<file path="config.mk">
export PLATFORM = sky130hd
export DESIGN_NAME = flwc_ctrl
export DESIGN_NICKNAME = d
export VERILOG_FILES = /design/src/flwc_pkg.sv /design/src/flwc_count.sv /design/src/flwc_ctrl.sv /design/src/flwc_sync.sv
export SDC_FILE = /design/constraint.sdc
export NUM_CORES = 1
export LEC_CHECK = 0
export BUFFER_PORTS_ARGS = -buffer_cell sky130_fd_sc_hd__buf_2
export CORE_MARGIN = 3
export CORE_UTILIZATION = 55
export CTS_BUF_LIST = sky130_fd_sc_hd__clkbuf_4 sky130_fd_sc_hd__clkbuf_8
export CTS_CLUSTER_DIAMETER = 40
export DETAILED_ROUTE_END_ITERATION = 7
export PLACE_DENSITY = 0.83
export SLEW_MARGIN = 10
export SYNTH_ARGS = -nofsm -noshare
export SYNTH_HDL_FRONTEND = slang
export SYNTH_SLANG_ARGS = --single-unit
export TNS_END_PERCENT = 30
</file>
<file path="constraint.sdc">
create_clock -name core_clk -period 6.9 [get_ports core_clk]
set_input_delay 1.38 -clock core_clk [delete_from_list [all_inputs] [get_ports core_clk]]
set_output_delay 1.38 -clock core_clk [all_outputs]
set_load 0.01 [all_outputs]
</file>
<file path="src/flwc_pkg.sv">
// constants and types shared by the flash led single wire control block
package flwc_pkg;

  // ----------------------------------------------------------------------
  // clock and line timing
  // ----------------------------------------------------------------------
  localparam int CLK_PERIOD_NS = 25;
  localparam int LAT_US        = 97;
  localparam int END_US        = 405;
  localparam int SHORT_US      = 200;
  // least times, rounded up to whole cycles
  localparam int LAT_CYC   = (LAT_US * 1000 + CLK_PERIOD_NS - 1) / CLK_PERIOD_NS;
  localparam int END_CYC   = (END_US * 1000 + CLK_PERIOD_NS - 1) / CLK_PERIOD_NS;
  localparam int SHORT_CYC = (SHORT_US * 1000 + CLK_PERIOD_NS - 1)
                             / CLK_PERIOD_NS;
  localparam int SAFE_UNIT_CYC = 1250000;

  // ----------------------------------------------------------------------
  // register addresses, maxima and defaults
  // ----------------------------------------------------------------------
  localparam logic [5:0] ADDR_FLASH  = 6'h01;
  localparam logic [5:0] ADDR_TORCH  = 6'h02;
  localparam logic [5:0] ADDR_DUR    = 6'h03;
  localparam logic [5:0] ADDR_LB     = 6'h04;
  localparam logic [5:0] ADDR_THR    = 6'h05;
  localparam logic [5:0] MAX_FLASH   = 6'h1f;
  localparam logic [5:0] MAX_TORCH   = 6'h1f;
  localparam logic [5:0] MAX_DUR     = 6'h07;
  localparam logic [5:0] MAX_LB      = 6'h09;
  localparam logic [5:0] MAX_THR     = 6'h05;
  localparam logic [4:0] FLASH_DEF   = 5'h04;
  localparam logic [4:0] TORCH_DEF   = 5'h04;
  localparam logic [2:0] DUR_DEF     = 3'h3;
  localparam logic [3:0] LB_DEF      = 4'h0;
  localparam logic [2:0] THR_DEF     = 3'h2;
  localparam int         EN_BIT      = 4;

  // ----------------------------------------------------------------------
  // state machines
  // ----------------------------------------------------------------------
  typedef enum logic [2:0] {
    LN_SHUT = 3'b001,
    LN_IDLE = 3'b010,
    LN_RX   = 3'b100
  } flwc_line_t;

  typedef enum logic [3:0] {
    DR_OFF  = 4'b0001,
    DR_TEST = 4'b0010,
    DR_ON   = 4'b0100,
    DR_LOCK = 4'b1000
  } flwc_drv_t;

endpackage

</file>
<file path="src/flwc_count.sv">
// saturating cycle counter with synchronous clear
`timescale 1ns/100ps
module flwc_count #(
  parameter int W = 24
) (
  input  wire logic         core_clk,
  input  wire logic         rst_n,
  input  wire logic         clr,
  output logic      [W-1:0] q
);
  always_ff @(posedge core_clk or negedge rst_n) begin
    if (!rst_n) begin
      q <= '0;
    end else if (clr) begin
      q <= '0;
    end else if (!(&q)) begin
      q <= q + W'(1);
    end
  end
endmodule // flwc_count

</file>
<file path="src/flwc_ctrl.sv">
// single wire register link and led driver control of the flash driver
// What this block does
// line high enables the device, held low disables it
// each pulse on the line increments the word counter, which saturates at 63
// high inactive period after pulses latches the counted word
// address word then data word writes the addressed register
// line low longer than 405 us: shutdown and registers to default
// five writable registers: flash, torch, duration, low battery, threshold
// registers are write only, no read path
// rising edge of the flash trigger pin starts flash
// flash control register write also starts flash
// flash stops when trigger and register bit low, or timer expires
// flash level defaults to the 1 A code, code 0 is maximum
// torch starts on torch register write, stops on clear or timeout
// torch level selectable, default code 4 gives 300 mA
// safety timer cuts current only above programmed threshold
// low battery disables driver until recovery and command toggle
// overvoltage latches off until reset or line driven low
// 200 us short test before each enable, failure ignores command
// over temperature disables driver until cool and command toggle
// boost enable follows driver activation exactly
// idle keeps registers, leaving shutdown gives defaults
// word latched after line high for the latch timeout
// first falling edge in idle starts a frame, counter cleared
// only exactly two words then end period are processed
// addresses start at one, data above maximum discards the frame
// line synchronised, low and high times measured by counter
`timescale 1ns/100ps
module flwc_ctrl
  import flwc_pkg::*;
#(
  parameter int END_CYCLES   = END_CYC,
  parameter int SHORT_CYCLES = SHORT_CYC,
  parameter int SAFE_UNIT    = SAFE_UNIT_CYC
) (
  input  wire logic       core_clk,
  input  wire logic       rst_n,
  input  wire logic       serial_enable_line,
  input  wire logic       flash_trigger_pin,
  input  wire logic       low_battery_detect,
  input  wire logic       output_overvoltage_protect,
  input  wire logic       temp_hot,
  input  wire logic       temp_cool,
  input  wire logic       led_short_fail,
  output logic            led_driver_en,
  output logic            boost_en,
  output logic            short_test_en,
  output logic            flash_mode,
  output logic      [3:0] led_level_code,
  output logic      [3:0] low_battery_code,
  output logic            shutdown
);
  localparam int CW = 24;
  localparam int TW = 28;

  // ----------------------------------------------------------------------
  // pin synchronisers and line timing
  // ----------------------------------------------------------------------
  logic [6:0]    pins_s;
  logic          dc_s;
  logic          dc_d_reg;
  logic          rise;
  logic          fall;
  logic [CW-1:0] line_q;
  logic          lat_hit;
  logic          end_hit;

  // line synchronised
  flwc_sync #(.W(7)) u_sync (
    .core_clk (core_clk),
    .rst_n    (rst_n),
    .d        ({led_short_fail, temp_cool, temp_hot,
                output_overvoltage_protect, low_battery_detect,
                flash_trigger_pin, serial_enable_line}),
    .q        (pins_s)
  );
  assign dc_s = pins_s[0];

  always_ff @(posedge core_clk or negedge rst_n) begin
    if (!rst_n) begin
      dc_d_reg <= 1'b0;
    end else begin
      dc_d_reg <= dc_s;
    end
  end
  assign rise = dc_s & ~dc_d_reg;
  assign fall = ~dc_s & dc_d_reg;

  // level duration counter
  flwc_count #(.W(CW)) u_line_cnt (
    .core_clk (core_clk),
    .rst_n    (rst_n),
    .clr      (rise | fall),
    .q        (line_q)
  );
  assign lat_hit = (line_q == CW'(LAT_CYC));
  assign end_hit = (line_q == CW'(END_CYCLES));

  // ----------------------------------------------------------------------
  // frame receiver
  // ----------------------------------------------------------------------
  flwc_line_t ln_state_reg;
  logic [5:0] cnt_reg;
  logic [5:0] addr_sh_reg;
  logic [5:0] data_sh_reg;
  logic [1:0] words_reg;
  logic       err_reg;
  logic       shut_hit;
  logic       frame_end;
  logic       data_ok;
  logic       frame_ok;

  // low for the end time
  assign shut_hit  = !dc_s && end_hit && (ln_state_reg != LN_SHUT);
  assign frame_end = (ln_state_reg == LN_RX) && dc_s && end_hit;

  // per register maximum, address zero invalid
  always_comb begin
    case (addr_sh_reg)
      ADDR_FLASH: data_ok = (data_sh_reg <= MAX_FLASH);
      ADDR_TORCH: data_ok = (data_sh_reg <= MAX_TORCH);
      ADDR_DUR:   data_ok = (data_sh_reg <= MAX_DUR);
      ADDR_LB:    data_ok = (data_sh_reg <= MAX_LB);
      ADDR_THR:   data_ok = (data_sh_reg <= MAX_THR);
      default:    data_ok = 1'b0;
    endcase
  end
  // exactly two words
  assign frame_ok = frame_end && (words_reg == 2'd2) && !err_reg && data_ok;

  always_ff @(posedge core_clk or negedge rst_n) begin
    if (!rst_n) begin
      ln_state_reg <= LN_SHUT;
      cnt_reg      <= 6'h00;
      addr_sh_reg  <= 6'h00;
      data_sh_reg  <= 6'h00;
      words_reg    <= 2'd0;
      err_reg      <= 1'b0;
    end else if (shut_hit) begin
      ln_state_reg <= LN_SHUT;
    end else begin
      case (ln_state_reg)
        // line high enables
        LN_SHUT: begin
          if (dc_s) begin
            ln_state_reg <= LN_IDLE;
          end
        end
        // start of frame
        LN_IDLE: begin
          if (fall) begin
            ln_state_reg <= LN_RX;
            cnt_reg      <= 6'h00;
            words_reg    <= 2'd0;
            err_reg      <= 1'b0;
          end
        end
        LN_RX: begin
          // count pulses
          if (rise && !(&cnt_reg)) begin
            cnt_reg <= cnt_reg + 6'h01;
          end
          // latch word
          if (dc_s && lat_hit) begin
            cnt_reg <= 6'h00;
            if (words_reg == 2'd0) begin
              addr_sh_reg <= cnt_reg;
            end else if (words_reg == 2'd1) begin
              data_sh_reg <= cnt_reg;
            end
            if (words_reg != 2'd3) begin
              words_reg <= words_reg + 2'd1;
            end
          end
          // low past the pulse window spoils the frame
          if (!dc_s && lat_hit) begin
            err_reg <= 1'b1;
          end
          // end period closes the frame
          if (frame_end) begin
            ln_state_reg <= LN_IDLE;
          end
        end
        default: ln_state_reg <= LN_SHUT;
      endcase
    end
  end
  assign shutdown = ln_state_reg[0];

  // ----------------------------------------------------------------------
  // write only registers, no read path exists
  // ----------------------------------------------------------------------
  logic [4:0] flash_reg;
  logic [4:0] torch_reg;
  logic [2:0] dur_reg;
  logic [3:0] lb_reg;
  logic [2:0] thr_reg;

  // five registers, write only
  always_ff @(posedge core_clk or negedge rst_n) begin
    if (!rst_n) begin
      flash_reg <= FLASH_DEF;
      torch_reg <= TORCH_DEF;
      dur_reg   <= DUR_DEF;
      lb_reg    <= LB_DEF;
      thr_reg   <= THR_DEF;
    end else if (shut_hit) begin
      // shutdown restores defaults
      flash_reg <= FLASH_DEF;
      torch_reg <= TORCH_DEF;
      dur_reg   <= DUR_DEF;
      lb_reg    <= LB_DEF;
      thr_reg   <= THR_DEF;
    end else if (frame_ok) begin
      // apply data to address
      case (addr_sh_reg)
        ADDR_FLASH: flash_reg <= data_sh_reg[4:0];
        ADDR_TORCH: torch_reg <= data_sh_reg[4:0];
        ADDR_DUR:   dur_reg   <= data_sh_reg[2:0];
        ADDR_LB:    lb_reg    <= data_sh_reg[3:0];
        ADDR_THR:   thr_reg   <= data_sh_reg[2:0];
        default:    flash_reg <= flash_reg;
      endcase
    end
  end

  // ----------------------------------------------------------------------
  // commands and fault latches
  // ----------------------------------------------------------------------
  logic flash_cmd;
  logic torch_cmd;
  logic fcmd_d_reg;
  logic tcmd_d_reg;
  logic start;
  logic toggle;
  logic ovp_reg;
  logic hot_reg;
  logic blocked;

  // pin edge, register enable bit
  assign flash_cmd = pins_s[1] | flash_reg[EN_BIT];
  // torch enable bit
  assign torch_cmd = torch_reg[EN_BIT];
  assign start  = (flash_cmd & ~fcmd_d_reg) | (torch_cmd & ~tcmd_d_reg);
  assign toggle = start | (fcmd_d_reg & ~flash_cmd)
                  | (tcmd_d_reg & ~torch_cmd);

  always_ff @(posedge core_clk or negedge rst_n) begin
    if (!rst_n) begin
      fcmd_d_reg <= 1'b0;
      tcmd_d_reg <= 1'b0;
    end else begin
      fcmd_d_reg <= flash_cmd;
      tcmd_d_reg <= torch_cmd;
    end
  end

  // overvoltage latch; a new event wins over the clear
  always_ff @(posedge core_clk or negedge rst_n) begin
    if (!rst_n) begin
      ovp_reg <= 1'b0;
    end else if (pins_s[3]) begin
      ovp_reg <= 1'b1;
    end else if (!dc_s) begin
      ovp_reg <= 1'b0;
    end
  end

  // thermal latch, cleared when cool and commands toggle
  always_ff @(posedge core_clk or negedge rst_n) begin
    if (!rst_n) begin
      hot_reg <= 1'b0;
    end else if (pins_s[4]) begin
      hot_reg <= 1'b1;
    end else if (pins_s[5] && toggle) begin
      hot_reg <= 1'b0;
    end
  end
  assign blocked = ovp_reg | hot_reg | pins_s[2] | shutdown;

  // ----------------------------------------------------------------------
  // driver sequencer
  // ----------------------------------------------------------------------
  flwc_drv_t     dr_state_reg;
  flwc_drv_t     dr_next;
  logic [TW-1:0] tmr_q;
  logic          test_done;
  logic [3:0]    level;
  logic          over_thr;
  logic [TW-1:0] saf_lim;
  logic          expire;

  assign level    = flash_cmd ? flash_reg[3:0] : torch_reg[3:0];
  // lower code means more current
  assign over_thr = (~level) > {thr_reg, 1'b0};
  assign saf_lim  = (TW'(dur_reg) + TW'(1)) * TW'(SAFE_UNIT);
  assign expire   = over_thr && (tmr_q >= saf_lim);
  assign test_done = (dr_state_reg == DR_TEST)
                     && (tmr_q == TW'(SHORT_CYCLES));

  // one timer serves both the short test and the safety timeout
  flwc_count #(.W(TW)) u_tmr (
    .core_clk (core_clk),
    .rst_n    (rst_n),
    .clr      (test_done || !(dr_state_reg == DR_TEST
                               || dr_state_reg == DR_ON)),
    .q        (tmr_q)
  );

  always_comb begin
    dr_next = dr_state_reg;
    case (dr_state_reg)
      DR_OFF: begin
        if (start && !blocked) begin
          dr_next = DR_TEST;
        end
      end
      // short test, failure not latched
      DR_TEST: begin
        if (blocked) begin
          dr_next = DR_OFF;
        end else if (test_done) begin
          dr_next = (pins_s[6] || !(flash_cmd || torch_cmd)) ? DR_OFF
                                                               : DR_ON;
        end
      end
      // stop on command low, lock on fault or timeout
      DR_ON: begin
        if (blocked || expire) begin
          dr_next = DR_LOCK;
        end else if (!(flash_cmd || torch_cmd)) begin
          dr_next = DR_OFF;
        end
      end
      DR_LOCK: begin
        if (!(flash_cmd || torch_cmd)) begin
          dr_next = DR_OFF;
        end
      end
      default: dr_next = DR_OFF;
    endcase
  end

  always_ff @(posedge core_clk or negedge rst_n) begin
    if (!rst_n) begin
      dr_state_reg <= DR_OFF;
    end else begin
      dr_state_reg <= dr_next;
    end
  end

  // boost tracks driver
  always_ff @(posedge core_clk or negedge rst_n) begin
    if (!rst_n) begin
      led_driver_en <= 1'b0;
      boost_en      <= 1'b0;
      short_test_en <= 1'b0;
      flash_mode    <= 1'b0;
    end else begin
      led_driver_en <= (dr_next == DR_ON);
      boost_en      <= (dr_next == DR_ON);
      short_test_en <= (dr_next == DR_TEST);
      flash_mode    <= (dr_next == DR_ON) && flash_cmd;
    end
  end

  // flash default code, torch level
  always_ff @(posedge core_clk or negedge rst_n) begin
    if (!rst_n) begin
      led_level_code   <= FLASH_DEF[3:0];
      low_battery_code <= LB_DEF;
    end else begin
      led_level_code   <= level;
      low_battery_code <= lb_reg;
    end
  end

  // ----------------------------------------------------------------------
  // assertions
  // ----------------------------------------------------------------------
  property p_boost;
    @(posedge core_clk) disable iff (!rst_n) boost_en == led_driver_en;
  endproperty
  a_boost: assert property (p_boost)
    else $error("boost enable differs from driver enable");

  property p_shut;
    @(posedge core_clk) disable iff (!rst_n)
      shut_hit |=> shutdown && flash_reg == FLASH_DEF;
  endproperty
  a_shut: assert property (p_shut)
    else $error("low line did not shut down");

  property p_count;
    @(posedge core_clk) disable iff (!rst_n)
      ln_state_reg == LN_RX && rise && !lat_hit && cnt_reg < 6'h3f
      && !shut_hit |=> cnt_reg == $past(cnt_reg) + 6'h01;
  endproperty
  a_count: assert property (p_count)
    else $error("pulse not counted");

  property p_latch;
    @(posedge core_clk) disable iff (!rst_n)
      ln_state_reg == LN_RX && dc_s && lat_hit && words_reg == 2'd0
      |=> addr_sh_reg == $past(cnt_reg) && words_reg == 2'd1;
  endproperty
  a_latch: assert property (p_latch)
    else $error("address word not latched");

  property p_frame;
    @(posedge core_clk) disable iff (!rst_n)
      frame_end && words_reg != 2'd2 |=> $stable(flash_reg)
      && $stable(torch_reg) && $stable(dur_reg);
  endproperty
  a_frame: assert property (p_frame)
    else $error("bad frame changed a register");

  property p_max;
    @(posedge core_clk) disable iff (!rst_n)
      frame_end && addr_sh_reg == ADDR_THR && data_sh_reg > MAX_THR
      |=> $stable(thr_reg);
  endproperty
  a_max: assert property (p_max)
    else $error("data above maximum accepted");

  property p_ovp;
    @(posedge core_clk) disable iff (!rst_n)
      pins_s[3] |=> ##1 !led_driver_en;
  endproperty
  a_ovp: assert property (p_ovp)
    else $error("driver on during overvoltage");

  property p_lb;
    @(posedge core_clk) disable iff (!rst_n)
      dr_state_reg == DR_ON && pins_s[2] |=> !led_driver_en [*2];
  endproperty
  a_lb: assert property (p_lb)
    else $error("driver on during low battery");

  property p_test;
    @(posedge core_clk) disable iff (!rst_n)
      $rose(led_driver_en) |-> $past(short_test_en);
  endproperty
  a_test: assert property (p_test)
    else $error("driver on without short test");

  c_write: cover property (@(posedge core_clk) frame_ok);
  c_shut:  cover property (@(posedge core_clk) shut_hit);
  c_on:    cover property (@(posedge core_clk) $rose(led_driver_en));
  c_lock:  cover property (@(posedge core_clk) dr_state_reg == DR_LOCK);
endmodule // flwc_ctrl

</file>
<file path="src/flwc_sync.sv">
// two flip-flop synchroniser for asynchronous pin levels
`timescale 1ns/100ps
module flwc_sync #(
  parameter int W = 1
) (
  input  wire logic         core_clk,
  input  wire logic         rst_n,
  input  wire logic [W-1:0] d,
  output logic      [W-1:0] q
);
  logic [W-1:0] meta_reg;

  always_ff @(posedge core_clk or negedge rst_n) begin
    if (!rst_n) begin
      meta_reg <= '0;
      q        <= '0;
    end else begin
      meta_reg <= d;
      q        <= meta_reg;
    end
  end
endmodule // flwc_sync
</file>
* Word-level counts from Yosys, hierarchy flattened
Cells that the tools add are included.
** Storage, ports and cells
- Register bits :: 130
- Latch bits :: 0
- Bits in writable memories :: 0
- ROM bits :: 0
- Input port bits :: 9
- Output and inout bits :: 13
- Logic and storage cells :: 191
- Memories kept :: 0
** Cells by class
- $add $sub $neg :: 5
- Multiply operators :: 1
- Div/mod/pow operators :: 0
- Order comparisons :: 6
- Equal/unequal tests :: 32
- Shift operators :: 0
- Multiplexer cells :: 48
- Bitwise logic cells :: 23
- Reduce and logical (&&, ||, !) cells :: 50
** Operator list (count)
- 28-bit 2-to-1 mux :: 2
- 24-bit 2-to-1 mux :: 2
- 4-bit 2-to-1 mux :: 9
- 3-bit 2-to-1 mux :: 11
- 5-bit 2-to-1 mux :: 6
- 28-bit by 1-bit adder with 28-bit output (second input constant) :: 1
- 28-bit by 13-bit equality test with 1-bit output (second input constant) :: 1
- 28-bit by 25-bit >= comparator with 1-bit output :: 1
- 28-bit AND reduction :: 1
- 24-bit by 1-bit adder with 24-bit output (second input constant) :: 1
- 24-bit by 12-bit equality test with 1-bit output (second input constant) :: 1
- 24-bit by 14-bit equality test with 1-bit output (second input constant) :: 1
- 24-bit AND reduction :: 1
- 4-bit by 17-bit multiplier with 21-bit output (second input constant) :: 1
- 6-bit 2-to-1 mux :: 3
- 4-bit one-hot mux with 4 select lines :: 1
- 2-bit nonzero test :: 8
- 1-bit logical AND :: 15
- 6-bit by 2-bit equality test with 1-bit output (second input constant) :: 2
- 6-bit by 3-bit equality test with 1-bit output (second input constant) :: 2
- 6-bit by 3-bit less-or-equal comparator with 1-bit output (second input constant) :: 2
- 2-bit by 1-bit inequality test with 1-bit output (second input constant) :: 6
- 6-bit one-hot mux with 2 select lines :: 1
- 4-bit AND reduction :: 3
- other kinds (38) :: 83

* Depth between registers and ports, before layout
- Depth in word-level cells :: 10
- Depth in mapped cells :: 20
- Depth with buffers taken out :: 19

* Cells and area by module
Synthesis repeated with hierarchy kept, for this count alone.
** Second synthesis, totals
- Cells, all modules :: 800
- Area total of the unflattened synthesis :: 7882.6 µm²
** Modules (own cells, without submodules)
- flwc_ctrl :: times used 1, cells each 442, area each 4312.9 µm², seq. area each 1611.5 µm²
- flwc_count (u_tmr) :: times used 1, cells each 192, area each 1749.2 µm², seq. area each 700.7 µm²
- flwc_count (u_line_cnt) :: times used 1, cells each 152, area each 1470.2 µm², seq. area each 600.6 µm²
- flwc_sync :: times used 1, cells each 14, area each 350.3 µm², seq. area each 350.3 µm²

* Least setup slack after synthesis
No wires, ideal clock.
- Path kind :: reg2reg
- Start :: reg dur_reg[0]
- End :: reg boost_en
- Library setup time :: 133 ps
- Data arrival time :: 4685 ps
- Required time :: 6767 ps
- Slack :: 2081 ps
- Cell stages (with the launch flop) :: 21
- Buffers on the path :: 1
- Period minus slack after synthesis :: 4819 ps
- Path through :: dfstp_2 -> clkbuf_1 -> inv_1 -> ha_1 -> ha_1 -> inv_1 -> fa_1 -> inv_1 -> ha_1 -> o21ai_0 -> a21oi_1 -> o31ai_1 -> o31ai_1 -> xnor2_1 -> ha_1 -> nand3_1 -> nor4_1 -> nand3_1 -> o211a_1 -> o21ai_0 -> o21ai_0
** On the way
- Cells in the longest elaborated chain, start to end :: 8
** RTL lines
- from (decl) :: RTL line flwc_ctrl.sv:195 : logic [2:0] dur_reg;
- from (signal assigned) :: RTL line flwc_ctrl.sv:219 : ADDR_DUR: dur_reg <= data_sh_reg[2:0];
- 3-bit by 1-bit adder with 4-bit output :: RTL line flwc_ctrl.sv:296 : assign saf_lim = (TW'(dur_reg) + TW'(1)) * TW'(SAFE_UNIT);
- 4-bit by 17-bit multiplier with 21-bit output :: RTL line flwc_ctrl.sv:296
- 28-bit by 25-bit >= comparator with 1-bit output :: RTL line flwc_ctrl.sv:297 : assign expire = over_thr && (tmr_q >= saf_lim);
- 1-bit logical AND :: RTL line flwc_ctrl.sv:297
- 1-bit logical OR :: RTL line flwc_ctrl.sv:329 : if (blocked || expire) begin
- 4-bit 2-to-1 mux :: RTL line flwc_ctrl.sv:329
- 4-bit one-hot mux with 4 select lines :: RTL line flwc_ctrl.sv:312 : case (dr_state_reg)
- 4-bit by 3-bit equality test with 1-bit output :: RTL line flwc_ctrl.sv:361 : boost_en <= (dr_next == DR_ON);
- to (signal assigned) :: RTL line flwc_ctrl.sv:361
- to (decl) :: RTL line flwc_ctrl.sv:46 : output logic boost_en,
No other way between the ends.
A chain may end at the register's enable or synchronous reset.

* Worst setup path after layout
Same ends and word-level chain as after synthesis.

==> impl_results.md <==
- Final period utilization: 0.778
- Routed WL: 15.9 mm
- Clock Sinks: 130
- Largest net degree at the start of global routing: 67
- Post-synth ARST share: 1.00
- Result of the run: finished, final reports clean
- Number of diodes: 0
- Cts repair resizes: 0
- Wire per inst: between 15 and 20 um
- Most frequent cell after synthesis: dfrtp_1
- Top post-synthesis cells by area: dfrtp_1, ha_1, xor2_1
- Max Buffers Root-to-Sink: 2
- Cts hold-fix bufs: 0
- CP required: roughly 7200 ps
- Clk pin slew, worst setup/hold paths: 90 ps
- Min cycle time layout: 5370 ps
- Syn_nets: 824
- Max-slew violation count: 0
- GRT Util Overall: 0.217
- Post-route ant nets: 0
- Post-Syn Area: roughly 0.0076 mm2
- Most used DFF post-synth: dfrtp_1
- Number of enable flip-flop cells after synthesis: 0
- Placed Instances: between 900 and 1k
- Fill cell count: ~1.1k
- Synth cell count leaders: dfrtp_1, nor2_1, ha_1, inv_1, nand2_1
- Pre-antenna DRT Iters: 5
- Die W: ~120 um
- PortBufs: 21
- Std-Cell Rows: 42
- Die H: around 120 um
- Clk_lat worst skew: around 460 ps
- Post-DR vias/cell: slightly below 6
- Max FO, Critical Path: 9
- RR Endpoint: boost_en$_DFF_PN0_
- Area grow syn2layout: 7.91%
- Registers with the most flip-flops: u_tmr.q: 28 flops, u_line_cnt.q: 24 flops
- Worst Max-Slew Pin Slew: 1220 ps
- CP Class: reg2reg
- Vias in the first global route: roughly 5.6k
- Global route overflow: 0
- FF-to-FF path depth: 19
- Crit path DAT: about 5700 ps
- Pwr Density: ~190 mW/mm2
- CTS tree: done
- Finished Layout Cells: between 900 and 1k
- CTS Buf Count: 17
- Final Hold Viols: 0
- Worst Hold Class: reg2reg
- Startpoint Class: register
- R2R setup slack: 1530 ps
- Top-area cell type share of the netlist area: 0.403
- Clock Skew: 16.6 ps
- DRC violations left: 0
- Max reg flops: 28
- Post-synthesis sequential area ratio: 0.431
- Most flops, register: u_tmr.q
- Crit path to: boost_en$_DFF_PN0_
- CP max stage delay: 670 ps
- Avg Synthesized Cell Area: approximately 10 um2
- Multi-input logic area: a little over 0.004 mm2
- Post-CTS setup buffers: 0
- Hold slack: ~350 ps
- Crit Reg-Reg Startpoint: dur_reg[0]$_DFFE_PN1P_
- Number of antenna violations at the first check in global routing: 0
- Worst path slowest cell: dfstp_2
- Crit path launch: dur_reg[0]$_DFFE_PN1P_
- Max_cap viols: 0
- Crit path buf inv count: 2
- DP HPWL: between 10 and 15 mm
- First-pass GRT wire length: 26.4 mm
- Setup violators final: 0
- RSZ-0062 raised after global routing: no
- Crit-path cells: ha_1 -> xor2_1 -> ha_1 -> inv_1 -> fa_1 -> inv_1 -> ha_1 -> o21ai_0 -> a21oi_1 -> o31ai_1 -> o31ai_1 -> xnor2_1 -> ha_1 -> nand3_1 -> nor4_1 -> nand3_1 -> o211a_1 -> o21ai_0 -> o21ai_0
- Post-synth cell types: between 70 and 80
- Slew HR: 0.183
- CTS Root Cell: clkbuf_8
- Yosys warning total: 0
- Worst path most repeated cell: ha_1
- Vias: ~5.7k
- IO Pins: 22
- DRT iter0 DRCs: between 400 and 500
- Worst Setup End Kind: register
- Critical Path Stages: 19
- Gate Count Post-Synth: between 700 and 800
- Yosys reg bits: 130
- Die area: about 0.015 mm2
- Nets@finish: ~840
- Storage element area: about 0.0033 mm2
- Setup_tns: 0 ps
- Critical path's top delay family: compound AO/OA/AOI/OAI gates
- Starting Density: 0.567
- Achievable Freq: ~190 MHz
- H-tree levels: 4
- Maximum vdd drop: between 0.1 and 0.15 mV
- GP Congestion: between 0.8 and 0.9
- Core area: ~0.013 mm2
- Layout cell share with drive strength beyond 1: 0.122
- Pleak: between 0.003 and 0.004 uW
- Cell taking the most area after synthesis: dfrtp_1
[report_power, final]
group          leakage, uW  switching (uW)  internal [uW]
Clock             0.000201             365            304
Sequential         0.00174            24.7            779
Combinational      0.00203            50.4           30.7
Total              0.00397             441           1110
[final cells by class]
| type | count | share of cell area |
|---|---|---|
| multi-input combinational | 563 | 0.494 |
| clock inverter | 15 | 0.0201 |
| tap | 176 | 0.0269 |
| timing repair buffer | 22 | 0.0141 |
| clock buffer | 17 | 0.0286 |
| inverter | 37 | 0.0170 |
| sequential | 130 | 0.399 |
[cells in the final DEF, fill, tap and decap left out, types with 24 or more instances in the layout]
cell,netlist,layout
dfrtp_1,122,122
ha_1,58,58
inv_1,37,37
mux2i_1,24,24
nand2_1,37,37
nand3_1,33,33
nand4_1,26,26
nor2_1,76,76
o21ai_0,28,28
xnor2_1,26,26
xor2_1,33,33
[worst reg2reg max path, stage by stage (launching register included)]
cell and delay [ps]:
dfstp_2 670, ha_1 200, xor2_1 500, ha_1 370
inv_1 90, fa_1 420, inv_1 70, ha_1 260
o21ai_0 140, a21oi_1 140, o31ai_1 420, o31ai_1 180
xnor2_1 160, ha_1 290, nand3_1 120, nor4_1 370
nand3_1 150, o211a_1 270, o21ai_0 270, o21ai_0 150
[per-layer routing]
| layer | vias up | wire length, um | GRT usage |
|---|---|---|---|
| li1 | 2726 | - | - |
| met1 | 2842 | 7220 | 0.283 |
| met2 | 122 | 7780 | 0.353 |
| met3 | 35 | 599 | 0.0499 |
| met4 | 0 | 289 | 0.0803 |
| met5 | - | 0 | 0 |
[stage by stage]
step,worst slack (ps),total power (uW),area [um2],utilization
2_1_floorplan,2080,860,7570,-
3_3_place_gp,1800,896,7770,0.582
3_5_place_dp,1550,899,7770,0.582
4_1_cts,1530,1560,8170,0.612
5_1_grt,1150,1610,8170,0.612
6_report,1530,1550,8170,0.612
[logic make-up (layout without fill, tap and decap cells)]
family / Yosys count / in the layout / share of synthesized area
XOR/XNOR: 59 / 59 / 0.0682
AO/OA/AOI/OAI: 104 / 104 / 0.0934
flip-flops: 130 / 130 / 0.431
AND/OR/NAND/NOR: 303 / 303 / 0.220
buffers and inverters: 63 / 91 / 0.0367
adder cells (fa/ha/maj): 59 / 59 / 0.0985
multiplexers: 38 / 38 / 0.0525
[how the worst min path moves through the flow]
stage                     slack (ps)               endpoint                          from  depth (start not counted)
final                            350  u_sync.q[1]$_DFF_PN0_  u_sync.meta_reg[1]$_DFF_PN0_                          0
after global routing             370  u_sync.q[1]$_DFF_PN0_  u_sync.meta_reg[1]$_DFF_PN0_                          0
after CTS                        360  u_sync.q[1]$_DFF_PN0_  u_sync.meta_reg[1]$_DFF_PN0_                          0
after detailed placement         330  u_sync.q[5]$_DFF_PN0_  u_sync.meta_reg[5]$_DFF_PN0_                          0
after global placement           330  u_sync.q[2]$_DFF_PN0_  u_sync.meta_reg[2]$_DFF_PN0_                          0
after floorplan                  330  u_sync.q[0]$_DFF_PN0_  u_sync.meta_reg[0]$_DFF_PN0_                          0
(Power assumes the default switching activity.)
